<file path="src/tmo_pkg.sv">
// Purpose: shared constants and types for the 16-bit timer/counter
// Assumes: 32-bit classic wishbone register access
// Notes: offsets are byte addresses of aligned words
package tmo_pkg;
  // ****************************************
  // register map
  // ****************************************
  localparam logic [7:0] TMO_OFF_CONTROL = 8'h10;
  localparam logic [7:0] TMO_OFF_COUNT_LOW = 8'h14;
  localparam logic [7:0] TMO_OFF_COUNT_HIGH = 8'h18;
  localparam logic [7:0] TMO_OFF_IRQ = 8'h1c;
  localparam logic [7:0] TMO_OFF_PORT = 8'h20;
  // ****************************************
  // control fields
  // ****************************************
  localparam int TMO_BIT_ON = 0;
  localparam int TMO_BIT_CS = 1;
  localparam int TMO_BIT_NOSYNC = 2;
  localparam int TMO_BIT_OSCEN = 3;
  localparam int TMO_BIT_PS_LO = 4;
  localparam int TMO_BIT_FLAG = 0;
  localparam int TMO_BIT_IE = 1;
  localparam logic [7:0] TMO_CONTROL_RST = 8'h00;
  localparam logic [15:0] TMO_COUNT_RST = 16'h0000;
  localparam logic [15:0] TMO_COUNT_MAX = 16'hffff;
  localparam logic [1:0] TMO_DIR_RST = 2'h3;

  typedef struct packed {
    logic [1:0] prescale;
    logic osc_en;
    logic sync_off;
    logic ext_sel;
    logic on;
  } tmo_ctrl_s;
endpackage

</file>
<file path="src/tmo_timer.sv">
// Purpose: 16-bit timer/counter with prescaler and external clock input
// Assumes: pins are asynchronous and pass two flip-flops first
// Notes: prescaler is a synchronous divider, not a ripple chain
//
// Operation
// - the count is two 8-bit halves, both readable and writable.
// - the count steps up from 0000h to FFFFh and wraps to 0000h.
// - overflow latches a flag; irq only when its enable is set.
// - control bit 1 picks instruction clock (0) or external pin (1).
// - control bit 0 runs the counter; clear stops it.
// - bits 5-4 set prescale 1:1, 1:2, 1:4 or 1:8.
// - with oscillator on, both pins are inputs and read as 0.
// - bit 2 set skips input sync in external mode; ignored otherwise.
// - external mode counts rising edges only.
// - after enable in external mode, a falling edge must come first.
// - either capture/compare unit may clear the count.
// - external input is osc pin when oscillator on, else clock pin.
// - sync happens after the prescaler stage.
`timescale 1ns/1ns
module tmo_timer
  import tmo_pkg::*;
(
  input wire logic clk_i,
  input wire logic rst_i,
  input wire logic [7:0] adr_i,
  input wire logic [31:0] dat_i,
  output logic [31:0] dat_o,
  input wire logic we_i,
  input wire logic [3:0] sel_i,
  input wire logic cyc_i,
  input wire logic stb_i,
  output logic ack_o,
  input wire logic clk_pin_i,
  input wire logic osc_pin_i,
  input wire logic [1:0] cc_reset_i,
  output logic irq_o,
  output logic osc_drive_en_o,
  output logic [1:0] pin_dir_o
);

  // ****************************************
  // register bus
  // ****************************************
  tmo_ctrl_s ctrl;
  logic [15:0] count;
  logic flag;
  logic irq_en;
  logic [1:0] port_dir;
  logic wr;
  logic wr_lo;
  logic wr_hi;
  logic flag_clr;
  logic [31:0] next_dat;
  logic [1:0] pins_m;
  logic [1:0] pins_s;

  assign wr = cyc_i && stb_i && we_i && !ack_o && sel_i[0];
  assign wr_lo = wr && adr_i == TMO_OFF_COUNT_LOW;
  assign wr_hi = wr && adr_i == TMO_OFF_COUNT_HIGH;
  assign flag_clr = wr && adr_i == TMO_OFF_IRQ && !dat_i[TMO_BIT_FLAG];

  always_ff @(posedge clk_i) begin
    if (rst_i) begin
      ack_o <= 1'b0;
    end else begin
      // one-cycle ack; drops even while the master holds stb
      ack_o <= cyc_i && stb_i && !ack_o;
    end
  end

  always_ff @(posedge clk_i) begin
    if (rst_i) begin
      ctrl <= tmo_ctrl_s'(TMO_CONTROL_RST[5:0]);
      irq_en <= 1'b0;
      port_dir <= TMO_DIR_RST;
    end else if (wr) begin
      if (adr_i == TMO_OFF_CONTROL) begin
        ctrl <= tmo_ctrl_s'(dat_i[5:0]);
      end
      if (adr_i == TMO_OFF_IRQ) begin
        irq_en <= dat_i[TMO_BIT_IE];
      end
      if (adr_i == TMO_OFF_PORT) begin
        port_dir <= dat_i[1:0];
      end
    end
  end

  always_comb begin
    next_dat = 32'h0000_0000;
    case (adr_i)
      TMO_OFF_CONTROL: next_dat[5:0] = ctrl;
      TMO_OFF_COUNT_LOW: next_dat[7:0] = count[7:0];
      TMO_OFF_COUNT_HIGH: next_dat[7:0] = count[15:8];
      TMO_OFF_IRQ: next_dat[1:0] = {irq_en, flag};
      // port bits read 0 while the oscillator owns the pins
      TMO_OFF_PORT: next_dat[3:0] = {ctrl.osc_en ? 2'h0 : pins_s,
                                     port_dir};
      default: next_dat = 32'h0000_0000;
    endcase
  end

  always_ff @(posedge clk_i) begin
    if (rst_i) begin
      dat_o <= 32'h0000_0000;
    end else begin
      dat_o <= next_dat;
    end
  end

  // ****************************************
  // pin synchronisers
  // ****************************************
  // only the second stage feeds any logic
  always_ff @(posedge clk_i) begin
    if (rst_i) begin
      pins_m <= 2'h0;
      pins_s <= 2'h0;
    end else begin
      pins_m <= {osc_pin_i, clk_pin_i};
      pins_s <= pins_m;
    end
  end

  // ****************************************
  // pin ownership and oscillator
  // ****************************************
  always_ff @(posedge clk_i) begin
    if (rst_i) begin
      pin_dir_o <= TMO_DIR_RST;
      osc_drive_en_o <= 1'b0;
    end else begin
      pin_dir_o <= ctrl.osc_en ? 2'h3 : port_dir;
      osc_drive_en_o <= ctrl.osc_en;
    end
  end

  // ****************************************
  // edge qualification and prescaler
  // ****************************************
  logic ext_in;
  logic ext_prev;
  logic armed;
  logic ext_rise;
  logic [2:0] pre_cnt;
  logic pre_out;
  logic pre_out_d;
  logic tick_in;
  logic tick;
  logic [2:0] pre_mask;

  // both pins already pass two flops, so nosync only saves a pipe stage
  assign ext_in = ctrl.osc_en ? pins_s[1] : pins_s[0];
  assign ext_rise = ext_in && !ext_prev && armed;

  always_ff @(posedge clk_i) begin
    if (rst_i) begin
      ext_prev <= 1'b0;
      armed <= 1'b0;
    end else begin
      ext_prev <= ext_in;
      if (!ctrl.on || !ctrl.ext_sel) begin
        armed <= 1'b0;
      end else if (!ext_in && ext_prev) begin
        armed <= 1'b1;
      end
    end
  end

  assign tick_in = ctrl.on && (ctrl.ext_sel ? ext_rise : 1'b1);
  assign pre_mask = 3'((4'h1 << ctrl.prescale) - 4'h1);

  always_ff @(posedge clk_i) begin
    if (rst_i) begin
      pre_cnt <= 3'h0;
    end else if (wr_lo || wr_hi) begin
      // writing either half restarts the prescaler
      pre_cnt <= 3'h0;
    end else if (tick_in) begin
      pre_cnt <= (pre_cnt & pre_mask) == pre_mask ? 3'h0 : pre_cnt + 3'h1;
    end
  end
  assign pre_out = tick_in && (pre_cnt & pre_mask) == pre_mask;

  // sync stage after the prescaler, used only in external mode with nosync clear
  always_ff @(posedge clk_i) begin
    if (rst_i) begin
      pre_out_d <= 1'b0;
    end else begin
      pre_out_d <= pre_out;
    end
  end
  assign tick = (ctrl.ext_sel && !ctrl.sync_off) ? pre_out_d : pre_out;

  // ****************************************
  // count and overflow
  // ****************************************
  logic wrap;
  assign wrap = tick && count == TMO_COUNT_MAX;

  always_ff @(posedge clk_i) begin
    if (rst_i) begin
      count <= TMO_COUNT_RST;
    end else if (|cc_reset_i) begin
      // a compare clear beats a software write
      count <= TMO_COUNT_RST;
    end else if (wr_lo) begin
      count[7:0] <= dat_i[7:0];
    end else if (wr_hi) begin
      count[15:8] <= dat_i[7:0];
    end else if (tick) begin
      count <= count + 16'h0001;
    end
  end

  always_ff @(posedge clk_i) begin
    if (rst_i) begin
      flag <= 1'b0;
    end else if (wrap && !wr_lo && !wr_hi && !(|cc_reset_i)) begin
      // set wins, so an overflow in the clearing cycle is kept
      flag <= 1'b1;
    end else if (flag_clr) begin
      flag <= 1'b0;
    end
  end

  always_ff @(posedge clk_i) begin
    if (rst_i) begin
      irq_o <= 1'b0;
    end else begin
      irq_o <= flag && irq_en;
    end
  end
endmodule

</file>
<file path="config.mk">
export PLATFORM = sky130hd
export DESIGN_NAME = tmo_timer
export DESIGN_NICKNAME = d
export VERILOG_FILES = /design/src/tmo_pkg.sv /design/src/tmo_timer.sv
export SDC_FILE = /design/constraint.sdc
export NUM_CORES = 1
export LEC_CHECK = 0
export ABC_AREA = 1
export BUFFER_PORTS_ARGS = -buffer_cell sky130_fd_sc_hd__buf_2
export CAP_MARGIN = 20
export CORE_UTILIZATION = 52
export DETAILED_ROUTE_END_ITERATION = 16
export GPL_ROUTABILITY_DRIVEN = 0
export GPL_TIMING_DRIVEN = 0
export PLACE_DENSITY_LB_ADDON = 0.15
export SYNTH_ARGS = -nofsm -noshare
export SYNTH_HDL_FRONTEND = slang
export SYNTH_SLANG_ARGS = --single-unit
</file>
<file path="constraint.sdc">
create_clock -name clk_i -period 1.85 [get_ports clk_i]
set_input_delay 0.0925 -clock clk_i [delete_from_list [all_inputs] [get_ports clk_i]]
set_output_delay 0.0925 -clock clk_i [all_outputs]
set_load 0.005 [all_outputs]
</file>
## After elaboration in Yosys (flattened, before gate mapping)

Cells that the tools add are included.

| cells by class | value |
|---|---|
| add/sub/neg operators | 3 |
| equal/unequal tests | 8 |
| shifts and indexed selects | 1 |
| mux-type cells | 15 |
| bitwise logic cells | 2 |
| reductions and logical operators | 45 |

Operators by type and width:

| kind | number |
|---|---|
| == test 8 x 5 -> 1 bit, second input constant | 4 |
| two-way mux 8 bit | 3 |
| logical AND 1 bit | 20 |
| adder 16 x 1 -> 16 bit, second input constant | 1 |
| == test 16 bit, second input constant | 1 |
| two-way mux 16 bit | 1 |
| logical NOT 1 bit | 10 |
| one-hot mux 2 bit (5 select lines) | 1 |
| AND reduction 2 bit | 5 |
| == test 8 x 6 -> 1 bit, second input constant | 1 |
| one-hot mux 2 bit (4 select lines) | 1 |
| OR reduction 2 bit | 4 |
| one-hot mux 2 bit (3 select lines) | 1 |
| nonzero test 2 bit | 3 |
| two-way mux 1 bit | 5 |
| one-hot mux 2 bit (2 select lines) | 1 |
| adder 3 x 1 -> 3 bit, second input constant | 1 |
| bitwise AND 3 bit | 1 |
| == test 3 bit | 1 |
| two-way mux 3 bit | 1 |
| OR reduction 3 bit | 1 |
| left shift 1 x 2 -> 3 bit, first input constant | 1 |
| subtractor 3 x 1 -> 3 bit, second input constant | 1 |
| logical OR 1 bit | 2 |
| 3 further kinds | 3 |

| storage, ports and cells | value |
|---|---|
| flip-flop bits (word level) | 73 |

## Longest topological paths before layout

Gate-level depths: netlist (run 1).

| logic depth | value |
|---|---|
| depth in word-level cells | 12 |
| depth in mapped cells | 12 |

## Worst setup path after synthesis (run 1)

Ideal clock, no wire load.

| timing path | value |
|---|---|
| path type | register -> register |
| from | register count[0] |
| to | register count[12] |
| library setup time | 0.113 ns |
| arrival time | 1.330 ns |
| setup slack | 0.408 ns |
| stages on the path, launching flop included | 11 |
| path buffers | 0 |
| cells stage by stage | dfxtp_1 > ha_1 > nand2_1 > nor2_1 > nand3_1 > nand2_1 > nand2_1 > nand2_1 > o21ai_0 > nor2_1 > nor2_1 |

| on the way | value |
|---|---|
| word-level cells in the longest chain between the ends | 3 |

RTL lines:

| what | line | source |
|---|---|---|
| start, declared | tmo_timer.sv:45 | `logic [15:0] count;` |
| start signal, assigned | tmo_timer.sv:208 | `count[7:0] <= dat_i[7:0];` |
| start signal, assigned | tmo_timer.sv:212 | `count <= count + 16'h0001;` |
| adder 16 x 1 -> 16 bit | tmo_timer.sv:212 |  |
| two-way mux 16 bit | tmo_timer.sv:211 | `end else if (tick) begin` |
| two-way mux 8 bit | tmo_timer.sv:209 | `end else if (wr_hi) begin` |

Every way passes these cells. The select of a mux whose other input is x is not followed.
A chain may end at the register's enable or synchronous reset.

## Worst setup path after layout (run 1)

| timing path | value |
|---|---|
| from | register count[6] |
| to | register count[10] |

The elaborated chain is that of the path after synthesis.

==> results of run 1 <==
-- timing repair --
| action | CTS | global route |
|---|---|---|
| resized for setup | 0 | 1 |
| hold endpoints to repair | 2 | 0 |
| hold buffers | 2 | 0 |
| endpoints found under the setup margin | 0 | 1 |
-- cell families after synthesis --
kind of cell | Yosys count
AO/OA/AOI/OAI | 53
AND/OR/NAND/NOR | 254
other | 1
XOR/XNOR | 4
flip-flops | 49
adder cells (fa/ha/maj) | 2
buffers and inverters | 88
-- report_power, final --
part	internal (mW)	switching, mW
clock network	0.405	0.381
logic	0.0700	0.0852
registers	1.06	0.00223
-- sequential cells by signal, summed over array words and instances (netlist names), 2 cells and up --
signal and cells:
count 16, dat_o 8, ctrl 6, pre_cnt 3, pin_dir_o 2, pins_m 2
pins_s 2, port_dir 2
-- final timing paths --
path	from	slack, ps	to
hold / removal	dat_i[0]	70	port_dir[0]
setup reg to reg	count[6]	130	count[10]
hold reg to reg	pins_m[0]	410	pins_s[0]
setup / recovery	count[6]	130	count[10]
-- synth_stat cells --
cell and count:
a211oi_1 1, a21oi_1 24, a31oi_1 1, buf_2 2, buf_4 26, buf_6 2
clkbuf_1 4, conb_1 1, dfxtp_1 49, ha_1 2, inv_1 50, inv_2 4
nand2_1 129, nand2_2 5, nand3_1 38, nand3_2 3, nand3b_1 2, nand4_1 7
nand4_2 1, nor2_1 54, nor2_2 2, nor2_4 3, nor3_1 5, nor3_2 1
nor3_4 1, nor4_1 2, o211ai_1 3, o21ai_0 18, o21ai_1 1, o221ai_1 2
o22ai_1 2, o31ai_1 1, or2_2 1, xor2_1 4
-- final cells by class --
| cell class | instances | area, um^2 | share of cell area |
|---|---|---|---|
| Buffer | 34 | 243 | 0.0714 |
| Clock buffer | 5 | 68.8 | 0.0202 |
| Clock inverter | 3 | 43.8 | 0.0129 |
| Inverter | 54 | 203 | 0.0596 |
| Multi-Input combinational cell | 337 | 1570 | 0.461 |
| Sequential cell | 49 | 981 | 0.289 |
| Tap cell | 70 | 87.6 | 0.0258 |
| Timing Repair Buffer | 39 | 205 | 0.0604 |
-- worst max-delay path, cell delays in order (launching register included) --
cell and delay, ps:
dfxtp_1 440, inv_1 120, nor3_1 520, nand3_1 150
nand2_1 90, nand2_1 50, nand2_1 50, nand2_1 50
nor2_1 100, nor2_1 50
-- metal layers --
| metal | wire length (um) | global-route usage | part of all wire |
|---|---|---|---|
| met5 | 0 | 0 | 0 |
| met4 | 172 | 0.0904 | 0.023 |
| met3 | 570 | 0.0369 | 0.076 |
| met2 | 3580 | 0.460 | 0.48 |
| met1 | 3130 | 0.316 | 0.42 |
-- per-stage QoR --
stage	hold WS (ps)	instance area [um^2]	worst slack (ps)	total power, mW	util
after floorplan	199	2990	408	1.18	-
after global placement	295	3260	225	1.23	0.623
after detailed placement	303	3260	160	1.24	0.623
after CTS	61.8	3400	141	2.01	0.649
after global routing	90.7	3400	41.1	2.07	0.649
final	68.7	3400	127	2.00	0.649
==> out/results.tsv, run 1 <==
metric	value	unit
setup_viol	0	
grt_max_degree	17	
wl_per_cell	12.6	um
most-common-layout-cells	129 x nand2_1, 53 x nor2_1, 50 x inv_1	
rsz0062_at_grt	false	
clkSlewWorstSetupHoldPaths	100	ps
drive_above_1_share	0.186	
slew-limit-headroom	0.610	
ys_seq_area_frac	0.338	
grt_pass1_vias	2805	
die_h	76.7	um
port_buffers	37	
dr.pass1.iters	4	
cts_root_buf	clkbuf_8	
cts_tree	yes	
fmax	580	MHz
final_common_cell	nand2_1	
synth_top_family_by_area	simple AND/OR/NAND/NOR gates	
period_share	0.932	
dp.cells	581	
grtUsageTotal	0.259	
synthTopCellsByArea	dfxtp_1 34%, nand2_1 17%, nor2_1 7.0%, buf_4 6.7%, nand3_1 6.5%	
layout.cells.non_filler	591	
cp-end-kind	flop	
leakagePower	1.64	nW
clock_latency	310	ps
rows	26	
cts_sinks	49	
worstMarginPinSlew	581	ps
synthesis.area	2910	um^2
routed_wl	7.46	mm
fin_nets	575	
path_max_fanout	5	
finalClockSkew	13.1	ps
rr_worst_depth	9	
status	finished clean	
antenna_found_initial	0	
dieArea	5890	um^2
critPathKind	reg -> reg	
synth_adder_area_share	0.00861	
clockBufferDepth	2	
whs_path_depth	3	
cp.arrival	1930	ps
synthMuxAreaShare	0	
yosys_warnings	0	
synth_top_cell_area_share	0.338	
cts_setup_buffers	0	
vdd_drop_max	0.000338	V
min_path_type	in -> reg	
maxSlewViolCount	0	
start_util	0.555	
diodes	0	
netlist_instances	451	
coreArea	5240	um^2
dieWidth	76.7	um
synthSimpleGateAreaFrac	0.388	
yosys.area.top_type	dfxtp_1	
synth-xor-area-share	0.0121	
drc	0	
gr-total-overflow	0	
fin_setup_tns	0	ps
route.vias.total	2974	
boundaryPins	90	
hold_viol	0	
synthDistinctLibCells	34	
grt_pass1_wl	12.3	mm
first_iter_violations	153	
worstPathRequired	2060	ps
synth_compound_area_frac	0.0995	
fill_cells	520	
fin_crit	1720	ps
powerDensity	589	nW/um^2
vias_per_cell	5.03	
cts_buffers	5	
drtAntennaViolNets	0	
cts_htree_levels	2	
syn_avg_cell_area	6.44	um^2
syn2layout_area_growth	17.0	%
maxCapViolations	0	
startpoint_type	flop	
ys_seq_elements	49	
hpwlAfterDp	5.81	mm
Note: power is estimated with default switching activity, not from simulation.
==> run 2: changes to the inputs <==
Settings changed: MAX_ROUTING_LAYER set to met4.
==> out/results.tsv, run 2 (synthesized netlist as in run 1, its figures left out) <==
metric	value	unit
grtUsageTotal	0.267	
diodes	0	
vdd_drop_max	0.000343	V
largest_reg_flops	16	
rr_worst_depth	9	
critPathKind	reg -> reg	
cp.arrival	1930	ps
r2r-end	count[10]	
worstPathRequired	2050	ps
fin_setup_tns	0	ps
cts_htree_levels	2	
drtAntennaViolNets	0	
clkSlewWorstSetupHoldPaths	100	ps
fin_nets	575	
powerDensity	589	nW/um^2
leakagePower	1.64	nW
p_comb_frac	0.077	
critPathCapture	count[10]	
cts_tree	yes	
dieWidth	76.7	um
startpoint_type	flop	
antenna_found_initial	0	
period_share	0.932	
regToRegStartpoint	count[6]	
grt_pass1_vias	2806	
cts_sinks	49	
largest_register	count	
cp-startpoint	count[6]	
wl_per_cell	12.7	um
setup_viol	0	
min_path_type	in -> reg	
routed_wl	7.48	mm
place_area	3260	um^2
grt_max_degree	17	
path_max_fanout	5	
hpwlAfterDp	5.81	mm
dr.pass1.iters	5	
whs_path_depth	3	
hold_viol	0	
final_common_cell	nand2_1	
rows	26	
maxCapViolations	0	
rsz0062_at_grt	false	
clockBufferDepth	2	
cts_buffers	5	
boundaryPins	90	
clock_latency	310	ps
cts_root_buf	clkbuf_8	
reg2reg_slack	130	ps
syn2layout_area_growth	17.0	%
p_clk_frac	0.393	
gr-total-overflow	0	
p_seq_frac	0.530	
intPower	1.54	mW
reg.largest.list	count x16, dat_o x8, ctrl x6	
maxSlewViolCount	0	
status	finished clean	
drc	0	
drive_above_1_share	0.186	
route.vias.total	2985	
first_iter_violations	155	
fill_cells	520	
slew-limit-headroom	0.613	
cp-end-kind	flop	
p_sw	0.469	mW
start_util	0.555	
most-common-layout-cells	129 x nand2_1, 53 x nor2_1, 50 x inv_1	
die_h	76.7	um
finalClockSkew	15.3	ps
totalPowerFinal	2.00	mW
coreArea	5240	um^2
worstMarginPinSlew	576	ps
dieArea	5890	um^2
final_cell_area	3400	um^2
grt_pass1_wl	12.3	mm
cts_setup_buffers	0	
port_buffers	37	
vias_per_cell	5.05	
fmax	580	MHz
fin_crit	1720	ps
swShare	0.234	
## run 2: how the worst min path moves through the flow
stage / startpoint / to / slack [ps]
after floorplan: clk_pin_i / pins_m[0] / 200
after global placement: clk_pin_i / pins_m[0] / 300
after detailed placement: clk_pin_i / pins_m[0] / 300
after CTS: dat_i[0] / port_dir[0] / 60
after global routing: dat_i[0] / port_dir[0] / 90
final: dat_i[0] / port_dir[0] / 70
## run 2: timing repair
item | CTS | global route
resized for setup | 0 | 1
endpoints found under the setup margin | 0 | 1
endpoints found under the hold margin | 2 | 0
hold buffers | 2 | 0
## run 2: final cells by class
class,instances,area (um^2),area share
inverters,54,203,0.0596
repair buffers,39,205,0.0604
well taps,70,87.6,0.0258
clock inverters,3,43.8,0.0129
plain buffers,34,243,0.0714
multi-input cells,337,1570,0.461
clock buffers,5,68.8,0.0202
flip-flops and latches,49,981,0.289
## run 2: critical path: stages (launching register included)
cell and delay, ps:
dfxtp_1 440, inv_1 120, nor3_1 520, nand3_1 150, nand2_1 90, nand2_1 50
nand2_1 50, nand2_1 50, nor2_1 100, nor2_1 50
## run 2: metal layers
| layer | global-route usage | vias to the layer above | part of all wire |
|---|---|---|---|
| met5 | - | - | 0 |
| met4 | 0.0904 | 0 | 0.024 |
| met3 | 0.0369 | 23 | 0.074 |
| met2 | 0.459 | 127 | 0.48 |
| met1 | 0.317 | 1312 | 0.42 |
| li1 | - | 1523 | - |
## run 2: stage by stage
stage               utilization  setup WS [ps]  hold slack (ps)  instances
finish                    0.649            127             67.2        591
detailed placement        0.623            160              303        581
global route              0.649           41.1             90.7        591
global placement          0.623            225              295        581
CTS                       0.649            141             61.8        591
floorplan                     -            408              199        474
## run 2: power by group through the flow
stage | Combinational [mW] | Sequential, mW | Clock [mW]
3_5_place_dp | 0.149 | 1.09 | 0
5_1_grt | 0.173 | 1.06 | 0.830
3_3_place_gp | 0.147 | 1.09 | 0
4_1_cts | 0.153 | 1.06 | 0.792
6_report | 0.155 | 1.06 | 0.787
2_1_floorplan | 0.0966 | 1.09 | 0
